===== config.mk =====
export PLATFORM = sky130hd
export DESIGN_NAME = pbs_basic_port_status
export DESIGN_NICKNAME = d
export VERILOG_FILES = /design/src/pbs_latch_high.v /design/src/pbs_latch_low.v /design/src/pbs_basic_port_status.v
export VERILOG_INCLUDE_DIRS = /design/src
export SDC_FILE = /design/constraint.sdc
export NUM_CORES = 1
export LEC_CHECK = 0
export BUFFER_PORTS_ARGS = -buffer_cell sky130_fd_sc_hd__buf_4
export CORE_UTILIZATION = 41
export DETAILED_ROUTE_END_ITERATION = 10
export GPL_TIMING_DRIVEN = 0
export PLACE_DENSITY_LB_ADDON = 0.08
export SYNTH_ARGS = -nofsm -noshare
export SYNTH_HDL_FRONTEND = slang
export SYNTH_SLANG_ARGS = --single-unit

===== constraint.sdc =====
create_clock -name i_clock -period 0.8 [get_ports i_clock]
set_input_delay 0.12 -clock i_clock [delete_from_list [all_inputs] [get_ports i_clock]]
set_output_delay 0.12 -clock i_clock [all_outputs]
set_load 0.01 [all_outputs]

===== src/pbs_defines.vh =====
// Constants for the basic port status register of the PHY management block.
// Assumes the management frame engine presents register index, data and strobes.
//
// What this block does
// - 16-bit status register at management index 1.
// - Reset loads every bit with default.
// - Bit 15 reads zero, never writable.
// - Capability bits 14..11 reset to one.
// - Capability bits 14..11 are override-writable.
// - Override writes only while override enable set.
// - Reserved bits 10..7 reset zero, override-writable.
// - Reserved bits always read as zero.
// - Bit 6 preamble suppression, resets to zero.
// - Bit 5 negotiation complete, latch high.
// - Bit 4 remote fault, latch high.
// - Bits 0 and 3 always read one.
// - Bit 2 link status, latch low.
// - Bit 1 jabber, latch high, read clears.
// - Remote fault latch cleared by read.
// - Negotiation complete zero while negotiation disabled.
`ifndef PBS_DEFINES_VH
`define PBS_DEFINES_VH

// ==========================================================
// Register map
`define PBS_REG_INDEX 5'h01
`define PBS_RESET_VALUE 16'h7809

// ==========================================================
// Field positions
`define PBS_BIT_T4 15
`define PBS_CAP_HI 14
`define PBS_CAP_LO 11
`define PBS_RSV_HI 10
`define PBS_RSV_LO 7
`define PBS_BIT_PRE 6
`define PBS_BIT_ANC 5
`define PBS_BIT_RF 4
`define PBS_BIT_ANA 3
`define PBS_BIT_LINK 2
`define PBS_BIT_JAB 1
`define PBS_BIT_EXT 0

// ==========================================================
// Reset values of the writable fields
`define PBS_CAP_RESET 4'hf
`define PBS_RSV_RESET 4'h0
`define PBS_PRE_RESET 1'h0

`endif


===== src/pbs_latch_high.v =====
// One latching-high status bit.
// Assumes the read strobe is a one-cycle pulse in the clock domain.
`timescale 1ns/10ps
`default_nettype none
module pbs_latch_high (
    // Clock and reset
    input wire i_clock,
    input wire i_arst_n,
    // Condition and clearing
    input wire i_cond,
    input wire i_read,
    input wire i_flush,
    // Latched value
    output reg o_value
);
// ==========================================================
// Latch
// The event wins over a read in the same cycle, so it is never lost.
always @(posedge i_clock or negedge i_arst_n) begin
    if (!i_arst_n) begin
        o_value <= 1'b0;
    end else if (i_cond) begin
        o_value <= 1'b1;
    end else if (i_read || i_flush) begin
        o_value <= 1'b0;
    end
end
endmodule
`default_nettype wire


===== src/pbs_latch_low.v =====
// One latching-low status bit.
// Assumes the read strobe is a one-cycle pulse in the clock domain.
`timescale 1ns/10ps
`default_nettype none
module pbs_latch_low (
    // Clock and reset
    input wire i_clock,
    input wire i_arst_n,
    // Condition and clearing
    input wire i_cond,
    input wire i_read,
    input wire i_flush,
    // Latched value
    output reg o_value
);
// ==========================================================
// Latch
// A drop wins over a read in the same cycle; a read re-arms to the current level.
always @(posedge i_clock or negedge i_arst_n) begin
    if (!i_arst_n) begin
        o_value <= 1'b0;
    end else if (!i_cond || i_flush) begin
        o_value <= 1'b0;
    end else if (i_read) begin
        o_value <= 1'b1;
    end
end
endmodule
`default_nettype wire


===== src/pbs_basic_port_status.v =====
// Basic port status register reached by the management frame engine.
// Assumes register index, write data and one-cycle read and write strobes come from that engine.
`timescale 1ns/10ps
`default_nettype none
`include "pbs_defines.vh"
module pbs_basic_port_status (
    // Clock and reset
    input wire i_clock,
    input wire i_arst_n,
    // Management access
    input wire [4:0] i_reg_index,
    input wire i_read,
    input wire i_write,
    input wire [15:0] i_write_data,
    output reg [15:0] o_read_data,
    output wire o_selected,
    // Controls from other registers
    input wire i_override_writable,
    input wire i_autoneg_enable,
    input wire i_low_power_entry,
    // Live conditions
    input wire i_autoneg_done,
    input wire i_remote_fault,
    input wire i_link_valid,
    input wire i_jabber,
    // Stored capability outputs
    output wire [3:0] o_capability,
    output wire o_preamble_suppress
);
// ==========================================================
// Helper functions
// The index compare is shared by the read and the write path.
function pbs_hit(input [4:0] index);
    begin
        pbs_hit = (index == `PBS_REG_INDEX);
    end
endfunction

// Field extraction from a management write word.
function [3:0] pbs_cap_field(input [15:0] word);
    begin
        pbs_cap_field = word[`PBS_CAP_HI:`PBS_CAP_LO];
    end
endfunction

function [3:0] pbs_rsv_field(input [15:0] word);
    begin
        pbs_rsv_field = word[`PBS_RSV_HI:`PBS_RSV_LO];
    end
endfunction

function pbs_pre_field(input [15:0] word);
    begin
        pbs_pre_field = word[`PBS_BIT_PRE];
    end
endfunction

// Builds the word returned to the controller from the stored and latched bits.
// Fixed bits are forced here so no stored value can ever leak into them.
function [15:0] pbs_compose(
    input [3:0] cap,
    input pre,
    input anc,
    input rf,
    input link,
    input jab
);
    begin
        pbs_compose = 16'h0000;
        pbs_compose[`PBS_BIT_T4] = 1'b0;
        pbs_compose[`PBS_CAP_HI:`PBS_CAP_LO] = cap;
        pbs_compose[`PBS_RSV_HI:`PBS_RSV_LO] = 4'h0;
        pbs_compose[`PBS_BIT_PRE] = pre;
        pbs_compose[`PBS_BIT_ANC] = anc;
        pbs_compose[`PBS_BIT_RF] = rf;
        pbs_compose[`PBS_BIT_ANA] = 1'b1;
        pbs_compose[`PBS_BIT_LINK] = link;
        pbs_compose[`PBS_BIT_JAB] = jab;
        pbs_compose[`PBS_BIT_EXT] = 1'b1;
    end
endfunction

// ==========================================================
// Decode
reg [3:0] capability;
reg [3:0] reserved_store;
reg preamble_suppress;
reg [3:0] next_capability;
reg [3:0] next_reserved_store;
reg next_preamble_suppress;
reg [15:0] next_read_data;
wire anc_cond;
wire anc_flush;
wire sel;
wire rd;
wire wr;
wire anc_bit;
wire rf_bit;
wire link_bit;
wire jab_bit;
wire [15:0] view;

assign sel = pbs_hit(i_reg_index);
assign anc_cond = i_autoneg_enable && i_autoneg_done;
assign anc_flush = i_low_power_entry || !i_autoneg_enable;
assign rd = sel && i_read;
assign wr = sel && i_write;
assign o_selected = sel;
assign o_capability = capability;
assign o_preamble_suppress = preamble_suppress;

// ==========================================================
// Override-writable fields
// The reserved store is kept but never shown; the controller should write zeros there anyway.
always @* begin
    next_capability = capability;
    next_reserved_store = reserved_store;
    next_preamble_suppress = preamble_suppress;
    if (wr && i_override_writable) begin
        next_capability = pbs_cap_field(i_write_data);
        next_reserved_store = pbs_rsv_field(i_write_data);
        next_preamble_suppress = pbs_pre_field(i_write_data);
    end
end

always @(posedge i_clock or negedge i_arst_n) begin
    if (!i_arst_n) begin
        capability <= `PBS_CAP_RESET;
        reserved_store <= `PBS_RSV_RESET;
        preamble_suppress <= `PBS_PRE_RESET;
    end else begin
        capability <= next_capability;
        reserved_store <= next_reserved_store;
        preamble_suppress <= next_preamble_suppress;
    end
end

// ==========================================================
// Latched status bits
pbs_latch_high u_anc (
    .i_clock(i_clock),
    .i_arst_n(i_arst_n),
    .i_cond(anc_cond),
    .i_read(rd),
    .i_flush(anc_flush),
    .o_value(anc_bit)
);
pbs_latch_high u_rf (
    .i_clock(i_clock),
    .i_arst_n(i_arst_n),
    .i_cond(i_remote_fault),
    .i_read(rd),
    .i_flush(i_low_power_entry),
    .o_value(rf_bit)
);
pbs_latch_high u_jab (
    .i_clock(i_clock),
    .i_arst_n(i_arst_n),
    .i_cond(i_jabber),
    .i_read(rd),
    .i_flush(i_low_power_entry),
    .o_value(jab_bit)
);
pbs_latch_low u_link (
    .i_clock(i_clock),
    .i_arst_n(i_arst_n),
    .i_cond(i_link_valid),
    .i_read(rd),
    .i_flush(i_low_power_entry),
    .o_value(link_bit)
);

// ==========================================================
// Read view
assign view = pbs_compose(capability, preamble_suppress, anc_bit & i_autoneg_enable,
                          rf_bit, link_bit, jab_bit);

always @* begin
    next_read_data = o_read_data;
    if (rd) begin
        next_read_data = view;
    end
end

// Read data is captured on the read strobe so the returned word is the one before the read clears it.
always @(posedge i_clock or negedge i_arst_n) begin
    if (!i_arst_n) begin
        o_read_data <= 16'h0000;
    end else begin
        o_read_data <= next_read_data;
    end
end
endmodule
`default_nettype wire


# Yosys cells after proc, flatten, opt, wreduce, memory -nomap -nowiden
# Cells that the tools add are included.
# Widths: inputs -> output; s select.
dict set report classes {
  eq_ne 1
  n_bitwise 1
  n_reduce_logical 14
  muxes 7
}
# cell n
set ops {}
lappend ops {{$reduce_bool 2->1} 4}
lappend ops {{$mux 1} 7}
lappend ops {{$eq 5x1->1 const B} 1}
lappend ops {{$logic_and 1x1->1} 4}
lappend ops {{$logic_or 1x1->1} 4}
lappend ops {{$logic_not 1->1} 2}
lappend ops {{$and 1x1->1} 1}
dict set report totals {
  out_inout_bits 22
  reg_bits 20
  elab_cells 30
  inputBits 32
}

# Depth between registers and ports, before layout
dict set report logic_depth {
  word_depth 5
  ltp_mapped 4
  depth_no_buf 3
}

# Modules after synthesis
# From an unflattened synthesis, not the netlist that was laid out.
dict set report unflattened {
  hier_cells 64
  area_unflattened_um2 887.1
}
# module n_inst cells_each area_each_um2 seq_area_each_um2
set modules_own_cells {}
lappend modules_own_cells {pbs_basic_port_status 1 52 737.0 380.4}
lappend modules_own_cells {pbs_latch_high 3 3 36.3 25.0}
lappend modules_own_cells {pbs_latch_low 1 3 41.3 25.0}

# Worst setup path after synthesis
# Ideal clock, no wire load.
dict set report synth_timing {
  kind {in2reg}
  startpoint {input i_reg_index[1]}
  endpoint {register preamble_suppress, in the netlist o_preamble_suppress}
  setup_ns 0.125
  path_slack_ns -0.212
  stages 3
  path_buffers 0
  arrival_ns 0.887
  required_ns 0.675
  cell_sequence {nor3b_4 -> nand4_1 -> mux2_2}
}
dict set report synth_via {
  elab_chain_cells 3
}
# element line_no
set synth_rtl {}
lappend synth_rtl {{from (decl)} pbs_basic_port_status.v:11} ;# input wire [4:0] i_reg_index,
lappend synth_rtl {{$eq 5x1->1 (no source line)} -}
lappend synth_rtl {{$logic_and 1x1->1} pbs_basic_port_status.v:107} ;# assign wr = sel && i_write;
lappend synth_rtl {{$logic_and 1x1->1} pbs_basic_port_status.v:119} ;# if (wr && i_override_writable) begin
lappend synth_rtl {{to (signal assigned)} pbs_basic_port_status.v:130} ;# preamble_suppress <= `PBS_PRE_RESET;
lappend synth_rtl {{to (signal assigned)} pbs_basic_port_status.v:134} ;# preamble_suppress <= next_preamble_suppress;
lappend synth_rtl {{to (decl)} pbs_basic_port_status.v:87} ;# reg preamble_suppress;
# No other way between the ends.
# A chain may end at the register's enable or synchronous reset.

# Worst setup path after layout
dict set report layout_timing {
  startpoint {register capability[3], in the netlist o_capability[3]}
  endpoint {output o_capability[3]}
}
# element line_no
set layout_lines {}
lappend layout_lines {{from (decl)} pbs_basic_port_status.v:85} ;# reg [3:0] capability;
lappend layout_lines {{from (signal assigned)} pbs_basic_port_status.v:128} ;# capability <= `PBS_CAP_RESET;
lappend layout_lines {{from (signal assigned)} pbs_basic_port_status.v:132} ;# capability <= next_capability;
lappend layout_lines {{to (decl)} pbs_basic_port_status.v:27} ;# output wire [3:0] o_capability,
# No word-level cell between the ends.

==> metrics.txt <==
run status=finished, violations left; failing checks=setup timing; first-pass GRT wire length=2691 um; GRT Residual Overflow=0; Yosys top cell by area=dfrtp_1; Final Util=0.7384; Layout Cells excl Fill=145; dpl cells=129; Crit path arrival time=1040 ps; synth-to-layout area growth=70.54%; starting density of the core=0.4330; routed length per instance=12.50 um; Seq cells post-synth=19; H-tree Lvls=1; async set or reset register ratio after synthesis=1.000; HPWL after DPL=1199 um; reg2reg path depth=2; Final Max Tran Viols=0; Pre-antenna DRT Iters=3; syn_area_per_cell=13.78 um^2; Seq pwr share=0.493; CP cell instances=buf_6 -> buf_6; Tot GR Track Use=0.1791; Port Buffers=37; Post-synth EDFFs=0; Logic pwr share=0.310; crit path kind=flip-flop to output port; critical path's slowest cell=dfstp_2; routability cong.=0.6661; Tcrit/Tclk final=1.446; Mapped Area=840.8 um^2; count leader, synth=dfrtp_1; DR vias=631; Sw Ratio=0.2500; cts bufs inserted=3; Clk pwr share=0.197; RSZ-0062 raised after global routing=yes; final count of hold timing violations=0; CTS root buf=clkbuf_4; Critical Path RT=680 ps; Die Area=0.002236 mm^2; largest net degree at the start of global routing=20; final setup vio count=32; die span in x=47.29 um; Clock Skew=3.545 ps; initial DRC count=1; CTS tree=done; Die Y=47.29 um; Max VDD drop=1.248 mV; ratio of cells with drive above 1 in the final layout=0.6949; crit path launch type=flip-flop; final std cell area, no fill=0.001434 mm^2; Worst-path clk slew=100 ps; TritonCTS Sinks=19; Max FO, Critical Path=3; unique cell type count in the Yosys netlist=21; largest stage delay on the critical path=570 ps; Nets=151; FMAX=864.6 MHz; internal power=1.795 mW; max_cap viols=0; vias in the first global route=637; Multi-input gate area=300.3 um^2; Critical Path Sink=o_capability[3]; crit path time final=1157 ps; Crit. Startpoint=o_capability[3]; pre-CTS setup slack=-522.7 ps; initial antenna violation count=0; Synth Instances=61; Detail Route Antenna Nets=0; setup_tns=-3956 ps; PD cells=1669 mW/mm^2; DRC=0; LEAKAGE=0.7379 nW; Synth top area share=0.4464; vias per inst=4.352; # fillers=142; reg-to-reg slack, setup=-100 ps; top cells by area, synth=dfrtp_1, mux2_2, dfstp_2, buf_4, nor3b_4; reg2reg start=o_preamble_suppress; most frequent CP cell=buf_6; storage element area=480.5 um^2; Total Wirelength=1812 um; # rows=16; Worst Setup End Kind=output port; Antenna diodes=0; Core Region=0.001942 mm^2; Ys Warns=0; setup ws final=-356.6 ps; worst hold path class=input port to flip-flop; post-synthesis sequential area ratio=0.5714; worst skew pair latency=290 ps; end of the worst register-to-register path=o_preamble_suppress; Post-DP Area=0.001171 mm^2; most instantiated cells after synthesis=dfrtp_1, mux2_2, buf_4; maximum clock insertion buffer count=2; P_sw=0.5985 mW; Ports=54; top_reg_cell synth=dfrtp_1
## power groups by stage
stage	sequential, mW	clock, mW	combinational [mW]
finish	1.18	0.473	0.742
global route	1.19	0.514	0.805
CTS	1.18	0.491	0.742
detailed placement	1.18	0	0.547
global placement	1.17	0	0.534
floorplan	1.20	0	0.220
## through the flow
step / hold WS (ps) / power (mW)
2_1_floorplan: -175.6 / 1.420
3_3_place_gp: 3.516 / 1.702
3_5_place_dp: 7.338 / 1.724
4_1_cts: 40.15 / 2.411
5_1_grt: 52.54 / 2.512
6_report: 45.99 / 2.394
## metal layers
layer | wire length, um | GRT usage
met4 | 12 | 0.08571
met5 | 0 | 0
met3 | 94 | 0.03846
met1 | 680 | 0.2092
met2 | 1024 | 0.3096
## worst min-delay path by stage
| stage | from | to | cells past startpoint |
|---|---|---|---|
| floorplan | i_arst_n | o_preamble_suppress | 0 |
| global placement | i_arst_n | o_read_data[2] | 1 |
| detailed placement | i_arst_n | o_read_data[2] | 1 |
| CTS | i_autoneg_done | u_anc.o_value | 2 |
| global route | i_write_data[12] | o_capability[1] | 2 |
| finish | i_autoneg_done | u_anc.o_value | 2 |
## cell type report
class,count,share of cell area
Multi-Input combinational cell,33,0.2094
Clock buffer,4,0.01832
Sequential cell,19,0.3351
Buffer,11,0.07330
Tap cell,27,0.02356
Inverter,2,0.005236
Timing Repair Buffer,49,0.3351
## placed cells by master (no fill, tap or decap), drive strengths merged
cell	netlist	final
a21oi	1	1
dfstp	4	4
a31oi	1	1
a32o	1	1
dfrtp	15	15
mux2i	1	1
nand2b	1	1
clkbuf	0	4
nor2	1	1
a21o	2	2
or2b	1	1
and2	1	1
dlygate4sd3	0	3
nand2	1	1
nand3	1	1
buf	11	57
nor2b	1	1
inv	2	2
conb	1	5
nor3b	1	1
mux2	13	13
nand4	1	1
## worst max-delay path: cells and delay by family, from the launching register on
kind,cells,cell delay (ps)
flops,1,570
buf+inv,2,180
## sequential cells by signal, summed over array words and instances (netlist names)
| register | flops |
|---|---|
| o_read_data | 10 |
| o_capability | 4 |
| o_preamble_suppress | 1 |
| u_anc.o_value | 1 |
| u_jab.o_value | 1 |
| u_link.o_value | 1 |
| u_rf.o_value | 1 |
## kinds of logic (layout without fill, tap and decap cells)
logic type,count (synthesis),count (layout),synth area share
AND/OR/NAND/NOR,9,9,0.08335
other,1,5,0.004460
multiplexers,14,14,0.1860
AO/OA/AOI/OAI,5,5,0.04315
buffers and inverters,13,66,0.1116
flip-flops,19,19,0.5714
## timing repair
| item | CTS | global route |
|---|---|---|
| endpoints found under the setup margin | 29 | 33 |
| hold buffers | 3 | 0 |
| pin swaps | 4 | 5 |
| setup buffers | 8 | 1 |
| cloned | 0 | 1 |
| resized for setup | 34 | 6 |
| hold endpoints to repair | 21 | 0 |
No activity file was read; power rests on OpenSTA's default activity.
